<file path="config.mk">
export PLATFORM = sky130hd
export DESIGN_NAME = dxjs_top
export DESIGN_NICKNAME = d
export VERILOG_FILES = /design/src/pkg/dxjs_pkg.sv /design/src/pkg/dxjs_tmr_if.sv /design/src/design/dxjs_timer.sv /design/src/design/dxjs_top.sv
export SDC_FILE = /design/constraint.sdc
export NUM_CORES = 1
export LEC_CHECK = 0
export BUFFER_PORTS_ARGS = -buffer_cell sky130_fd_sc_hd__buf_2
export CORE_UTILIZATION = 40
export DETAILED_ROUTE_END_ITERATION = 7
export GPL_TIMING_DRIVEN = 0
export PLACE_DENSITY = 0.63
export SLEW_MARGIN = 20
export SYNTH_ARGS = -nofsm -noshare
export SYNTH_HDL_FRONTEND = slang
export SYNTH_HIERARCHICAL = 1
export SYNTH_SLANG_ARGS = --single-unit
export TNS_END_PERCENT = 100
</file>
<file path="constraint.sdc">
create_clock -name ref_clk_i -period 4.2 [get_ports ref_clk_i]
set_input_delay 0.42 -clock ref_clk_i [delete_from_list [all_inputs] [get_ports ref_clk_i]]
set_output_delay 0.42 -clock ref_clk_i [all_outputs]
set_load 0.02 [all_outputs]
</file>
<file path="src/pkg/dxjs_pkg.sv">
// dxjs_pkg: constants and types of the duplex and jam supervisor.
// assumes nothing; imported whole by every design file.
package dxjs_pkg;

   // sensor vector layout after the synchroniser, doors follow
   localparam int DXJS_NSENS     = 4;
   localparam int DXJS_IDX_TOP   = 0;
   localparam int DXJS_IDX_FUSER = 1;
   localparam int DXJS_IDX_FULL  = 2;
   localparam int DXJS_IDX_REV   = 3;

   // timer channels
   localparam int DXJS_NTMR   = 9;
   localparam int DXJS_T_REVC = 0;
   localparam int DXJS_T_DPKC = 1;
   localparam int DXJS_T_PICK = 2;
   localparam int DXJS_T_STAY = 3;
   localparam int DXJS_T_DELV = 4;
   localparam int DXJS_T_REV1 = 5;
   localparam int DXJS_T_REV2 = 6;
   localparam int DXJS_T_DPK1 = 7;
   localparam int DXJS_T_AUTO = 8;

   // default cycle counts at 200 MHz, 5 ns per cycle
   localparam int DXJS_TMR_W      = 16;
   localparam int DXJS_REVC_CYC   = 400;
   localparam int DXJS_DPKC_CYC   = 300;
   localparam int DXJS_PICK_CYC   = 1000;
   localparam int DXJS_STAY_CYC   = 2000;
   localparam int DXJS_DELV_CYC   = 1500;
   localparam int DXJS_REV1_CYC   = 800;
   localparam int DXJS_REV2_CYC   = 2000;
   localparam int DXJS_DPK1_CYC   = 1200;
   localparam int DXJS_AUTO_CYC   = 3000;

   // pickup attempts per source
   localparam logic [1:0] DXJS_SRC_MANUAL    = 2'h0;
   localparam logic [3:0] DXJS_RETRY_MANUAL  = 4'h4;
   localparam int         DXJS_RETRY_TRAY    = 3;

   // paper sizes
   localparam logic [2:0] DXJS_SZ_LTR   = 3'h0;
   localparam logic [2:0] DXJS_SZ_LEGAL = 3'h1;
   localparam logic [2:0] DXJS_SZ_EXEC  = 3'h2;
   localparam logic [2:0] DXJS_SZ_A4    = 3'h3;
   localparam logic [2:0] DXJS_SZ_B5    = 3'h4;

   // print modes, codes 0..4 are duplex-capable
   localparam logic [2:0] DXJS_PM_LAST_DUP = 3'h4;

   // duplex modes: a duplex code is also the number of sheets in flight; simplex allows three
   localparam logic [1:0] DXJS_DM_SIMPLEX = 2'h0;
   localparam logic [1:0] DXJS_DM_SINGLE  = 2'h1;
   localparam logic [1:0] DXJS_DM_ALT     = 2'h3;
   localparam logic [1:0] DXJS_SIMPLEX_FLIGHT = 2'h3;

   // commands over the driver link
   localparam logic DXJS_CMD_REV = 1'b0;
   localparam logic DXJS_CMD_DPK = 1'b1;

   // jam codes
   localparam logic [3:0] DXJS_J_NONE  = 4'h0;
   localparam logic [3:0] DXJS_J_PICK  = 4'h1;
   localparam logic [3:0] DXJS_J_STAY  = 4'h2;
   localparam logic [3:0] DXJS_J_DELV  = 4'h3;
   localparam logic [3:0] DXJS_J_DOOR  = 4'h4;
   localparam logic [3:0] DXJS_J_RESID = 4'h5;
   localparam logic [3:0] DXJS_J_REV1  = 4'h6;
   localparam logic [3:0] DXJS_J_REV2  = 4'h7;
   localparam logic [3:0] DXJS_J_DPK1  = 4'h8;

   typedef enum logic [4:0] {
      DXJS_S_WAIT  = 5'h01,
      DXJS_S_PRINT = 5'h02,
      DXJS_S_HALT  = 5'h04,
      DXJS_S_AUTO  = 5'h08,
      DXJS_S_JAM   = 5'h10
   } dxjs_state_t;

endpackage

</file>
<file path="src/pkg/dxjs_tmr_if.sv">
// dxjs_tmr_if: start, stop, limit and fire lines of the timer bank.
// assumes one clock domain shared by both ends.
`timescale 1ns/1ps
`default_nettype none
interface dxjs_tmr_if #(
   parameter int N = 9,
   parameter int W = 16
);
   logic [N-1:0]        start;
   logic [N-1:0]        stop;
   logic [N-1:0][W-1:0] limit;
   logic [N-1:0]        fire;

   modport ctl (output start, output stop, output limit, input fire);
   modport tmr (input start, input stop, input limit, output fire);
endinterface
`default_nettype wire

</file>
<file path="src/design/dxjs_timer.sv">
// dxjs_timer: bank of one-shot timers, one per supervised interval.
// assumes start wins over stop; fire is a one-cycle pulse.
`timescale 1ns/1ps
`default_nettype none
module dxjs_timer import dxjs_pkg::*; #(
   parameter int N = DXJS_NTMR,
   parameter int W = DXJS_TMR_W
) (
   // clock and reset
   input  wire logic ref_clk_i,
   input  wire logic rst_n_i,
   input  wire logic clk_en_i,
   // timer lines
   dxjs_tmr_if.tmr   t
);
   if (N < 1 || W < 1) begin : g_bad
      $error("dxjs_timer: parameter out of range");
   end

   for (genvar i = 0; i < N; i++) begin : g_ch
      logic [W-1:0] cnt_q;
      logic         armed_q;

      // fires limit edges after the start edge
      assign t.fire[i] = armed_q && (cnt_q == t.limit[i]);

      always_ff @(posedge ref_clk_i or negedge rst_n_i) begin
         if (!rst_n_i) begin
            cnt_q   <= '0;
            armed_q <= 1'b0;
         end else if (clk_en_i) begin
            if (t.start[i]) begin
               cnt_q   <= '0;
               armed_q <= 1'b1;
            end else if (t.stop[i] || t.fire[i]) begin
               armed_q <= 1'b0;
            end else if (armed_q) begin
               cnt_q <= cnt_q + 1'b1;
            end
         end
      end
   end
endmodule
`default_nettype wire

</file>
<file path="src/design/dxjs_top.sv">
// dxjs_top: duplex reversal sequencing and paper path jam supervision.
// assumes pins are asynchronous, formatter and link logic share ref_clk_i.
// What this block does
// RULE_01 - reversing command sent set delay after top-of-page leading edge
// RULE_02 - driver energises deflector, runs reversal motor clockwise on reverse
// RULE_03 - duplex pickup command sent set delay after fuser trailing edge
// RULE_04 - driver runs reversal motor counterclockwise on duplex pickup
// RULE_05 - driver moves loads only on command and reports status back
// RULE_06 - one, two or three sheets in flight; multi-sheet refused for legal (code refuses it for duplex only; simplex legal runs three)
// RULE_07 - duplex jobs refused outside permitted sizes and print modes
// RULE_08 - missed sensor window stops all motors and flags a jam
// RULE_09 - pickup retried before jam; four attempts for the manual tray
// RULE_10 - pickup delay jam when top-of-page misses leading edge in time
// RULE_11 - pickup stationary jam when top-of-page stays active too long
// RULE_12 - delivery delay jam when fuser misses leading edge after top-of-page
// RULE_13 - door open jam when any cover or door opens while printing
// RULE_14 - residual jam: fuser active in wait or interval, or path after delivery
// RULE_15 - reversing jam 1 when reversal sensor misses edge after command
// RULE_16 - reversing jam 2 when reversal sensor stays active too long
// RULE_17 - duplex pickup jam 1 when top-of-page misses edge after command
// RULE_18 - top-of-page in wait halts, notifies; automatic delivery ejects on command
// RULE_19 - every command delay and jam timeout is its own cycle count
`timescale 1ns/1ps
`default_nettype none
module dxjs_top import dxjs_pkg::*; #(
   parameter int NDOOR      = 5,
   parameter int TW         = DXJS_TMR_W,
   parameter int REVC_CYC   = DXJS_REVC_CYC,
   parameter int DPKC_CYC   = DXJS_DPKC_CYC,
   parameter int PICK_CYC   = DXJS_PICK_CYC,
   parameter int STAY_CYC   = DXJS_STAY_CYC,
   parameter int DELV_CYC   = DXJS_DELV_CYC,
   parameter int REV1_CYC   = DXJS_REV1_CYC,
   parameter int REV2_CYC   = DXJS_REV2_CYC,
   parameter int DPK1_CYC   = DXJS_DPK1_CYC,
   parameter int AUTO_CYC   = DXJS_AUTO_CYC,
   parameter int RETRY_TRAY = DXJS_RETRY_TRAY
) (
   // clock and reset
   input  wire logic             ref_clk_i,
   input  wire logic             rst_n_i,
   input  wire logic             clk_en_i,
   // paper path sensors and doors, asynchronous
   input  wire logic             top_of_page_sensor_i,
   input  wire logic             fuser_exit_sensor_i,
   input  wire logic             output_tray_full_sensor_i,
   input  wire logic             reversal_path_sensor_i,
   input  wire logic [NDOOR-1:0] door_open_i,
   // formatter
   input  wire logic             job_start_i,
   input  wire logic             job_stop_i,
   input  wire logic [2:0]       paper_size_i,
   input  wire logic [2:0]       print_mode_i,
   input  wire logic [1:0]       duplex_mode_i,
   input  wire logic [1:0]       pickup_source_i,
   input  wire logic             page_req_i,
   input  wire logic             auto_deliver_i,
   input  wire logic             jam_clear_i,
   output logic                  job_reject_o,
   output logic                  residual_o,
   output logic                  tray_full_o,
   output logic                  interpage_phase_o,
   output logic                  jam_o,
   output logic [3:0]            jam_code_o,
   // engine
   output logic                  motors_run_o,
   output logic                  pickup_o,
   // duplex driver link
   output logic                  dup_cmd_valid_o,
   output logic                  dup_cmd_kind_o,
   input  wire logic             dup_cmd_ready_i,
   input  wire logic             dup_status_valid_i,
   input  wire logic [7:0]       dup_status_i,
   output logic [7:0]            dup_status_o
);
   localparam int NS = DXJS_NSENS + NDOOR;

   if (NDOOR < 1 || TW < 4 || RETRY_TRAY < 1 || RETRY_TRAY > 15 || REVC_CYC < 1 ||
       DPKC_CYC < 1 || PICK_CYC < 1 || STAY_CYC < 1 || DELV_CYC < 1 || REV1_CYC < 1 ||
       REV2_CYC < 1 || DPK1_CYC < 1 || AUTO_CYC < 1) begin : g_bad
      $error("dxjs_top: parameter out of range");
   end

   function automatic logic job_ok(input logic [2:0] sz, input logic [2:0] pm,
                                   input logic [1:0] dm);
      logic sz_ok;
      sz_ok = (sz <= DXJS_SZ_B5);
      if (dm == DXJS_DM_SIMPLEX) return 1'b1;
      return sz_ok && (pm <= DXJS_PM_LAST_DUP) &&
             !(sz == DXJS_SZ_LEGAL && dm != DXJS_DM_SINGLE);
   endfunction

   // three-flop synchroniser; a change counts once flops two and three agree
   logic [NS-1:0] s1_q, s2_q, s3_q, filt_q, prev_q;
   always_ff @(posedge ref_clk_i or negedge rst_n_i) begin
      if (!rst_n_i) begin
         s1_q   <= '0;
         s2_q   <= '0;
         s3_q   <= '0;
         filt_q <= '0;
         prev_q <= '0;
      end else if (clk_en_i) begin
         s1_q   <= {door_open_i, reversal_path_sensor_i, output_tray_full_sensor_i,
                    fuser_exit_sensor_i, top_of_page_sensor_i};
         s2_q   <= s1_q;
         s3_q   <= s2_q;
         filt_q <= (s2_q & s3_q) | (filt_q & (s2_q ^ s3_q));
         prev_q <= filt_q;
      end
   end

   wire logic [NS-1:0] rise = filt_q & ~prev_q;
   wire logic [NS-1:0] fall = ~filt_q & prev_q;
   wire logic top  = filt_q[DXJS_IDX_TOP];
   wire logic fus  = filt_q[DXJS_IDX_FUSER];
   wire logic door = |filt_q[NS-1:DXJS_NSENS];

   dxjs_tmr_if #(.N(DXJS_NTMR), .W(TW)) tmr ();
   dxjs_timer #(.N(DXJS_NTMR), .W(TW)) u_tmr (
      .ref_clk_i (ref_clk_i),
      .rst_n_i   (rst_n_i),
      .clk_en_i  (clk_en_i),
      .t         (tmr.tmr)
   );

   // each interval has its own count [RULE_19]
   assign tmr.limit = {TW'(AUTO_CYC), TW'(DPK1_CYC), TW'(REV2_CYC), TW'(REV1_CYC),
                       TW'(DELV_CYC), TW'(STAY_CYC), TW'(PICK_CYC), TW'(DPKC_CYC),
                       TW'(REVC_CYC)};

   dxjs_state_t st_q;
   logic        dup_job_q, stop_q, picking_q, pend_q, rev_sent_q, dup_feed_q;
   logic        rev_due_q, dpk_due_q, cmd_valid_q, cmd_kind_q;
   logic [1:0]  flight_q, flight_lim_q, src_q;
   logic [3:0]  tries_q;
   logic        jam_hit, pick_new, pick_retry;
   logic [3:0]  jam_code;

   wire logic [3:0] retry_lim = (src_q == DXJS_SRC_MANUAL) ? DXJS_RETRY_MANUAL :
                                4'(RETRY_TRAY);
   wire logic pick_fire = tmr.fire[DXJS_T_PICK];
   wire logic cmd_acc   = cmd_valid_q && dup_cmd_ready_i;
   wire logic in_print  = (st_q == DXJS_S_PRINT);

   // fresh pickup only while the mode's sheet count allows [RULE_06]
   assign pick_new   = in_print && (pend_q || page_req_i) && !picking_q && !stop_q &&
                       (flight_q < flight_lim_q) && !filt_q[DXJS_IDX_FULL];
   assign pick_retry = in_print && pick_fire && (tries_q < retry_lim); // [RULE_09]

   always_comb begin
      tmr.start = '0;
      tmr.stop  = '1;
      jam_hit   = 1'b0;
      jam_code  = DXJS_J_NONE;
      unique case (st_q)
         DXJS_S_PRINT: begin
            tmr.stop = '0;
            if (pick_new || pick_retry) tmr.start[DXJS_T_PICK] = 1'b1;
            if (rise[DXJS_IDX_TOP]) begin
               tmr.stop[DXJS_T_PICK]  = 1'b1;
               tmr.stop[DXJS_T_DPK1]  = 1'b1;
               tmr.start[DXJS_T_STAY] = 1'b1;
               tmr.start[DXJS_T_DELV] = 1'b1;
               if (dup_job_q && !dup_feed_q) tmr.start[DXJS_T_REVC] = 1'b1; // [RULE_01]
            end
            if (fall[DXJS_IDX_TOP])   tmr.stop[DXJS_T_STAY] = 1'b1;
            if (rise[DXJS_IDX_FUSER]) tmr.stop[DXJS_T_DELV] = 1'b1;
            if (fall[DXJS_IDX_FUSER] && rev_sent_q) tmr.start[DXJS_T_DPKC] = 1'b1; // [RULE_03]
            if (rise[DXJS_IDX_REV]) begin
               tmr.stop[DXJS_T_REV1]  = 1'b1;
               tmr.start[DXJS_T_REV2] = 1'b1;
            end
            if (fall[DXJS_IDX_REV]) tmr.stop[DXJS_T_REV2] = 1'b1;
            if (cmd_acc) tmr.start[cmd_kind_q ? DXJS_T_DPK1 : DXJS_T_REV1] = 1'b1;
            jam_hit = 1'b1;
            if (door)                                  jam_code = DXJS_J_DOOR;  // [RULE_13]
            else if (pick_fire && !pick_retry)         jam_code = DXJS_J_PICK;  // [RULE_10]
            else if (tmr.fire[DXJS_T_STAY])            jam_code = DXJS_J_STAY;  // [RULE_11]
            else if (tmr.fire[DXJS_T_DELV])            jam_code = DXJS_J_DELV;  // [RULE_12]
            else if (tmr.fire[DXJS_T_REV1])            jam_code = DXJS_J_REV1;  // [RULE_15]
            else if (tmr.fire[DXJS_T_REV2])            jam_code = DXJS_J_REV2;  // [RULE_16]
            else if (tmr.fire[DXJS_T_DPK1])            jam_code = DXJS_J_DPK1;  // [RULE_17]
            else if (fus && flight_q == 2'h0)          jam_code = DXJS_J_RESID; // [RULE_14]
            else jam_hit = 1'b0;
         end
         DXJS_S_WAIT, DXJS_S_HALT: begin
            if (fus) begin
               jam_hit  = 1'b1;
               jam_code = DXJS_J_RESID; // [RULE_14]
            end
            if (st_q == DXJS_S_HALT && auto_deliver_i) begin
               tmr.stop[DXJS_T_AUTO]  = 1'b0;
               tmr.start[DXJS_T_AUTO] = 1'b1; // [RULE_18]
            end
         end
         DXJS_S_AUTO: begin
            tmr.stop[DXJS_T_AUTO] = 1'b0;
            if (door) begin
               jam_hit  = 1'b1;
               jam_code = DXJS_J_DOOR; // [RULE_13]
            end else if (tmr.fire[DXJS_T_AUTO] && (top || fus)) begin
               jam_hit  = 1'b1;
               jam_code = DXJS_J_RESID; // [RULE_14]
            end
         end
         DXJS_S_JAM: ;
         default: ;
      endcase
   end

   // phase sequencing
   always_ff @(posedge ref_clk_i or negedge rst_n_i) begin
      if (!rst_n_i) begin
         st_q         <= DXJS_S_WAIT;
         jam_code_o   <= DXJS_J_NONE;
         job_reject_o <= 1'b0;
         dup_job_q    <= 1'b0;
         flight_lim_q <= DXJS_DM_SINGLE;
         src_q        <= DXJS_SRC_MANUAL;
         stop_q       <= 1'b0;
      end else if (clk_en_i) begin
         job_reject_o <= 1'b0;
         if (jam_hit) begin
            st_q       <= DXJS_S_JAM; // [RULE_08]
            jam_code_o <= jam_code;
         end else begin
            unique case (st_q)
               DXJS_S_WAIT: begin
                  stop_q <= 1'b0;
                  if (top) begin
                     st_q <= DXJS_S_HALT; // [RULE_18]
                  end else if (job_start_i) begin
                     if (job_ok(paper_size_i, print_mode_i, duplex_mode_i)) begin // [RULE_07]
                        st_q         <= DXJS_S_PRINT;
                        dup_job_q    <= (duplex_mode_i != DXJS_DM_SIMPLEX);
                        flight_lim_q <= (duplex_mode_i == DXJS_DM_SIMPLEX) ?
                                        DXJS_SIMPLEX_FLIGHT : duplex_mode_i; // [RULE_06]
                        src_q        <= pickup_source_i;
                     end else begin
                        job_reject_o <= 1'b1; // [RULE_06]
                     end
                  end
               end
               DXJS_S_PRINT: begin
                  if (job_stop_i) stop_q <= 1'b1;
                  if ((stop_q || job_stop_i) && flight_q == 2'h0 && !picking_q)
                     st_q <= DXJS_S_WAIT;
               end
               DXJS_S_HALT: if (auto_deliver_i) st_q <= DXJS_S_AUTO;
               DXJS_S_AUTO: if (tmr.fire[DXJS_T_AUTO]) st_q <= DXJS_S_WAIT;
               DXJS_S_JAM: begin
                  if (jam_clear_i && !door && !top && !fus) begin
                     st_q       <= DXJS_S_WAIT;
                     jam_code_o <= DXJS_J_NONE;
                  end
               end
               default: st_q <= DXJS_S_JAM;
            endcase
         end
      end
   end

   // pickup and sheet accounting; a sheet leaves at the fuser unless reversed
   always_ff @(posedge ref_clk_i or negedge rst_n_i) begin
      if (!rst_n_i) begin
         pickup_o   <= 1'b0;
         pend_q     <= 1'b0;
         picking_q  <= 1'b0;
         tries_q    <= 4'h0;
         flight_q   <= 2'h0;
         rev_sent_q <= 1'b0;
         dup_feed_q <= 1'b0;
      end else if (clk_en_i) begin
         // a jam in the same cycle must not launch one more pickup [RULE_08]
         pickup_o <= (pick_new || pick_retry) && !jam_hit;
         if (!in_print) begin
            pend_q     <= 1'b0;
            picking_q  <= 1'b0;
            flight_q   <= 2'h0;
            rev_sent_q <= 1'b0;
            dup_feed_q <= 1'b0;
         end else begin
            pend_q <= (pend_q || page_req_i) && !pick_new;
            if (pick_new) begin
               picking_q <= 1'b1;
               tries_q   <= 4'h1;
            end else if (pick_retry) begin
               tries_q <= tries_q + 4'h1; // [RULE_09]
            end else if (rise[DXJS_IDX_TOP]) begin
               picking_q <= 1'b0;
            end
            flight_q <= flight_q + 2'(pick_new) -
                        2'(fall[DXJS_IDX_FUSER] && !rev_sent_q);
            if (cmd_acc && cmd_kind_q == DXJS_CMD_REV) rev_sent_q <= 1'b1;
            else if (fall[DXJS_IDX_FUSER]) rev_sent_q <= 1'b0;
            if (cmd_acc && cmd_kind_q == DXJS_CMD_DPK) dup_feed_q <= 1'b1;
            else if (rise[DXJS_IDX_TOP]) dup_feed_q <= 1'b0;
         end
      end
   end

   // driver link; a due flag set in the cycle it is loaded is kept
   wire logic load = !cmd_valid_q && (rev_due_q || dpk_due_q) && in_print;
   always_ff @(posedge ref_clk_i or negedge rst_n_i) begin
      if (!rst_n_i) begin
         rev_due_q    <= 1'b0;
         dpk_due_q    <= 1'b0;
         cmd_valid_q  <= 1'b0;
         cmd_kind_q   <= DXJS_CMD_REV;
         dup_status_o <= 8'h00;
      end else if (clk_en_i) begin
         rev_due_q <= in_print && ((rev_due_q && !load) || tmr.fire[DXJS_T_REVC]); // [RULE_01]
         dpk_due_q <= in_print && ((dpk_due_q && !(load && !rev_due_q)) ||
                      tmr.fire[DXJS_T_DPKC]); // [RULE_03]
         if (load) begin
            cmd_valid_q <= 1'b1;
            cmd_kind_q  <= rev_due_q ? DXJS_CMD_REV : DXJS_CMD_DPK;
         end else if (cmd_acc || !in_print) begin
            cmd_valid_q <= 1'b0;
         end
         if (dup_status_valid_i) dup_status_o <= dup_status_i; // [RULE_05]
      end
   end

   assign dup_cmd_valid_o   = cmd_valid_q;
   assign dup_cmd_kind_o    = cmd_kind_q;
   assign jam_o             = (st_q == DXJS_S_JAM);
   assign motors_run_o      = in_print || (st_q == DXJS_S_AUTO); // [RULE_08]
   assign residual_o        = (st_q == DXJS_S_HALT); // [RULE_18]
   assign tray_full_o       = filt_q[DXJS_IDX_FULL];
   assign interpage_phase_o = in_print && (flight_q == 2'h0);
endmodule
`default_nettype wire

</file>
==> out/results.txt, run 1 <==
Yosys reg bits: 231
Clock root buffer: clkbuf_16
Row count: 70
Total Routed Length: 42.4 mm
Final hold slack: 0.0662 ns
CP max FO: 10
Chip Width: 196 um
CP Cell Sequence: xnor2_1 > nand4_1 > or4_4 > nor2_1 > and4b_1 > clkbuf_1 > or2_2 > inv_1 > nand2_1 > clkbuf_1 > nor2_1 > a221o_1
RR Startpoint: u_tmr/g_ch[2].cnt_q[4]
CP endpoint kind: register
Die Y-Extent: 196 um
Post-DP Area: 16500 um^2
N_diodes: 0
Crit-path slowest cell: or4_4
Clock Latency Late Sink: 0.56 ns
Largest net degree at the start of global routing: 92
Fraction of the cycle the final worst path needs: 0.912
Share of cells above drive strength 1: 0.120
DRC Markers: 0
Max-cap violations: 0
Final min period: 3.83 ns
Most frequent cells after synthesis: dfrtp_1 (229), nand2_1 (205), nand3_1 (126), xor2_1 (107), nor2_1 (88)
Final setup vio count: 0
Setup WS pre-CTS: 0.390 ns
Routability cong.: 0.867
Final hold viol count: 0
Sink Count: 231
Setup TNS: 0 ns
Reg2Reg Depth: 12
Number of I/O pins: 58
Crit path kind: reg -> reg
Largest stage delay, worst path: 0.56 ns
Syn. warnings: 6
Initial core utilization: 0.408
Area Overhead vs Synth: 16.3%
Pwr Total: 6.72 mW
DRT Pass-1 Iters: 6
Grt total ovfl: 0
Lkg Pwr: 7.60 nW
Multi-input logic area: 9030 um^2
Yosys top cell area share: 0.382
Vias in the first global route: 12900
Delay-heaviest family, CP: simple AND/OR/NAND/NOR gates
Via Count: 13500
Min-Delay Path Class: in -> reg
Synthesized area: 15000 um^2
EDFF count, synth: 0
Post-synth top area cell: dfrtp_1
Fillers: 3542
Final HPWL DP: 30.2 mm
Syn avg cell area: 9.02 um^2
Count leader, synth: dfrtp_1
Die area: 38300 um^2
Nature of the critical path startpoint: register
Layout Nets: 1957
Antenna Violating Nets Remaining: 0
Final Max Tran Viols: 0
Crit path depth: 12
Peak Freq: 261 MHz
Synth async-reset ratio: 1.00
Yosys cell types: 92
Routed vias/inst: 5.66
Crit path launch: u_tmr/g_ch[2].cnt_q[4]
Final Cell Area: 17400 um^2
Dominant synthesized flop cell: dfrtp_1
VDD IR max: 0.389 mV
Max H-tree Level: 1
Dpl cells: 2332
Max clock buf depth: 3
Sequential Area: 5780 um^2
Syn Inst Count: 1663
Critical path buffers and inverters: 3
Hold Startpoint: duplex_mode_i[1]
Utilization after layout: 0.474
Worst path required time: 4.63 ns
Initial antenna violation count: 1
First-pass GRT wire length: 69.2 mm
Sequential share of the synthesized area: 0.386
Total track usage: 0.224
Setup WS post-layout: 0.369 ns
CTS tree: built
Status: completed
Drt wl/cell: 17.8 um
Most area-consuming cells after synthesis: dfrtp_1 (38%), xor2_1 (6.2%), nand2_1 (5.1%)
Hold path depth: 2
Initial DRC Count: 998
PD cells: 385 nW/um^2
RSZ-0062 raised after global routing: false
Slew Limit Headroom: 0.229
Layout Cells excl Fill: 2386
CP arrival: 4.27 ns
R2R setup slack: 0.37 ns
# port buffers: 56
Core Footprint: 36800 um^2
Setup Skew: 0.0102 ns
Clock slew at reported path FFs: 0.06 ns
CTS Buf Count: 29
Slew of the pin with the lowest slew margin: 1.16 ns
## path summary, 6_finish.rpt
path / end
min in group asynchronous: u_tmr/g_ch[5].cnt_q[14]
worst max register to register: u_tmr/g_ch[2].cnt_q[10]
worst min register to register: s2_q[0]
max in group asynchronous: u_tmr/g_ch[8].cnt_q[11]
worst max-delay path: u_tmr/g_ch[2].cnt_q[10]
worst min-delay path: flight_lim_q[0]
## kinds of logic (layout without fill, tap and decap cells)
group | Yosys count | in the layout | synth area share
flip-flops | 231 | 231 | 0.386
AND/OR/NAND/NOR | 708 | 708 | 0.245
AO/OA/AOI/OAI | 344 | 344 | 0.181
XOR/XNOR | 150 | 150 | 0.0881
other | 2 | 144 | 0.000501
multiplexers | 42 | 42 | 0.0313
adder cells (fa/ha/maj) | 24 | 24 | 0.0200
buffers and inverters | 162 | 275 | 0.0481
## worst reg2reg max path, stage by stage, from the launching register on
cell	delay, ns
dfrtp_1	0.44
xnor2_1	0.19
nand4_1	0.14
or4_4	0.56
nor2_1	0.51
and4b_1	0.28
clkbuf_1	0.25
or2_2	0.28
inv_1	0.16
nand2_1	0.13
clkbuf_1	0.37
nor2_1	0.08
a221o_1	0.32
## sequential cells by signal, summed over array words and instances, names as in the netlist, 2 cells and up
name	cells
s3_q	9
jam_code_o	4
flight_q	2
prev_q	3
src_q	2
s1_q	9
u_tmr/g_ch.cnt_q	144
u_tmr/g_ch.armed_q	9
st_q	5
s2_q	9
dup_status_o	8
filt_q	9
flight_lim_q	2
tries_q	4
## timing repair
item                                    CTS  global route
setup buffers                             0             0
endpoints found under the setup margin    0             0
hold buffers                              1             0
hold endpoints to repair                 82             0
resized for setup                         0             0
## metal layers
metal / track usage / vias up / part of all wire
met5: 0 / - / 0.00024
met4: 0.0703 / 2 / 0.025
met3: 0.0280 / 57 / 0.056
met2: 0.359 / 359 / 0.45
met1: 0.314 / 6543 / 0.46
li1: - / 6555 / -
## layout by cell type (no fill, tap or decap), types with 15 or more instances in the layout
cell and count:
and3_1 31, xor2_1 107, dfrtp_1 229, nor2_1 88
xnor2_1 42, buf_2 73, ha_1 24, nor2b_1 15
a21oi_1 24, nor3_1 36, or3_1 18, o311ai_0 44
clkbuf_1 68, nand3_1 126, nand2_1 205, conb_1 144
a211o_1 17, o21ai_0 53, mux2_2 39, nand4_1 39
inv_1 59, or4_1 45, nor4_1 38, clkbuf_16 29
o211ai_1 62
## report_power, final
group	leakage (nW)	internal (mW)	switching [mW]
Clock	0.473	1.51	0.988
Sequential	2.78	2.48	0.273
Combinational	4.34	0.578	0.892
Total	7.60	4.56	2.15
## final cells by class
type                       instances  share of cell area
timing repair buffer              60              0.0208
clock inverter                    13             0.00724
tap                              468              0.0336
clock buffer                      40              0.0480
buffer                            99              0.0278
sequential                       231               0.331
inverter                          63              0.0136
multi-input combinational       1412               0.518
(Power assumes the default switching activity.)
==> run 2: changes to the inputs <==
==> constraint.sdc (replaced) <==
create_clock -name ref_clk_i -period 4.2 [get_ports ref_clk_i]
set_input_delay 0.84 -clock ref_clk_i [delete_from_list [all_inputs] [get_ports ref_clk_i]]
set_output_delay 0.84 -clock ref_clk_i [all_outputs]
set_load 0.02 [all_outputs]
==> out/results.txt, run 2 (synthesized netlist as in run 1, its figures left out) <==
Slew of the pin with the lowest slew margin: 1.18 ns
Hold Buf Count CTS: 0
DRC Markers: 0
Crit path kind: reg -> reg
# port buffers: 56
N_diodes: 0
Commonest non-fill, non-tap cell in the layout: dfrtp_1
CTS tree: built
CTS Buf Count: 29
PD cells: 385 nW/um^2
Peak Freq: 260 MHz
Most frequent cells in the layout: dfrtp_1 (229), nand2_1 (205), conb_1 (144), nand3_1 (126), xor2_1 (107)
Drt wl/cell: 17.8 um
Die Y-Extent: 196 um
Status: completed
Die area: 38300 um^2
Final Max Tran Viols: 0
Final HPWL DP: 30.2 mm
Post_cts resized: 0
Chip Width: 196 um
Total Routed Length: 42.4 mm
RSZ-0062 raised after global routing: false
CP endpoint kind: register
Post-DP Area: 16500 um^2
Clock root buffer: clkbuf_16
Number of I/O pins: 58
Post-CTS setup buffers: 0
Vias in the first global route: 12900
Routed vias/inst: 5.67
DRT Pass-1 Iters: 5
Largest register FFs: 144
Dpl cells: 2332
Sink Count: 231
Nature of the critical path startpoint: register
Min-Delay Path Class: in -> async
Fillers: 3543
CP arrival: 4.27 ns
CP max FO: 10
Slew Limit Headroom: 0.212
Layout Nets: 1956
VDD IR max: 0.389 mV
Clock slew at reported path FFs: 0.06 ns
Via Count: 13500
Grt total ovfl: 0
Max-cap violations: 0
Max clock buf depth: 3
First-pass GRT wire length: 69.2 mm
Worst path required time: 4.63 ns
Max H-tree Level: 1
Setup Skew: 0.0100 ns
Routability cong.: 0.867
Layout Cells excl Fill: 2385
Area Overhead vs Synth: 16.3%
Row count: 70
Core Footprint: 36800 um^2
Setup TNS: 0 ns
Share of cells above drive strength 1: 0.120
Final setup vio count: 0
Initial antenna violation count: 1
Largest net degree at the start of global routing: 92
Largest register by flop count: u_tmr/g_ch.cnt_q
Final Cell Area: 17400 um^2
Clock Latency Late Sink: 0.56 ns
Lkg Pwr: 7.59 nW
Total track usage: 0.224
Final min period: 3.84 ns
Setup WS post-layout: 0.360 ns
Initial core utilization: 0.408
Initial DRC Count: 918
Antenna Violating Nets Remaining: 0
Final hold viol count: 0
Setup WS pre-CTS: 0.0818 ns
Fraction of the cycle the final worst path needs: 0.914
-- run 2: changes by cell type in the layout (fill, tap and decap cells not counted) --
cell,change
dlygate4sd3_1,-1
-- run 2: final timing paths --
| check | depth (start not counted) | endpoint | slack (ns) | from |
|---|---|---|---|---|
| max in group asynchronous | 2 | u_tmr/g_ch[8].cnt_q[11] | 3.02 | rst_n_i |
| worst max-delay path | 12 | u_tmr/g_ch[2].cnt_q[10] | 0.36 | u_tmr/g_ch[2].cnt_q[4] |
| worst min register to register | 1 | s2_q[0] | 0.50 | s1_q[0] |
| min in group ref_clk_i | 2 | flight_lim_q[0] | 0.49 | duplex_mode_i[1] |
| worst max register to register | 12 | u_tmr/g_ch[2].cnt_q[10] | 0.36 | u_tmr/g_ch[2].cnt_q[4] |
| worst min-delay path | 1 | u_tmr/g_ch[5].cnt_q[14] | 0.27 | rst_n_i |
-- run 2: power breakdown --
part	total (mW)	internal (mW)	switching (mW)
clock	2.49	1.51	0.987
combinational	1.47	0.578	0.891
sequential	2.75	2.48	0.273
-- run 2: worst max-delay path: stages, from the launching register on --
cell,delay [ns]
dfrtp_1,0.44
xnor2_1,0.19
nand4_1,0.14
or4_4,0.56
nor2_1,0.51
and4b_1,0.28
clkbuf_1,0.26
or2_2,0.28
inv_1,0.16
nand2_1,0.14
clkbuf_1,0.37
nor2_1,0.08
a221o_1,0.32
-- run 2: layer usage --
layer	track usage	up-vias	part of all wire
met5	0	-	0.00024
met4	0.0703	2	0.026
met3	0.0278	59	0.052
met2	0.359	357	0.46
met1	0.314	6558	0.47
li1	-	6546	-
-- run 2: metrics by stage --
stage | total power, mW | util | hold WS, ns
after global placement | 4.20 | 0.446 | 0.482
after CTS | 6.79 | 0.474 | 0.318
after global routing | 7.09 | 0.474 | 0.356
after detailed placement | 4.24 | 0.448 | 0.488
final | 6.71 | 0.474 | 0.275
after floorplan | 3.77 | - | 0.458
-- run 2: cell type report --
class / count / area, um^2 / share of cell area
clock buffer: 40 / 837 / 0.0480
tap: 468 / 586 / 0.0336
multi-input combinational: 1412 / 9030 / 0.518
clock inverter: 13 / 126 / 0.00725
buffer: 99 / 485 / 0.0278
inverter: 63 / 236 / 0.0136
timing repair buffer: 59 / 353 / 0.0202
sequential: 231 / 5780 / 0.332
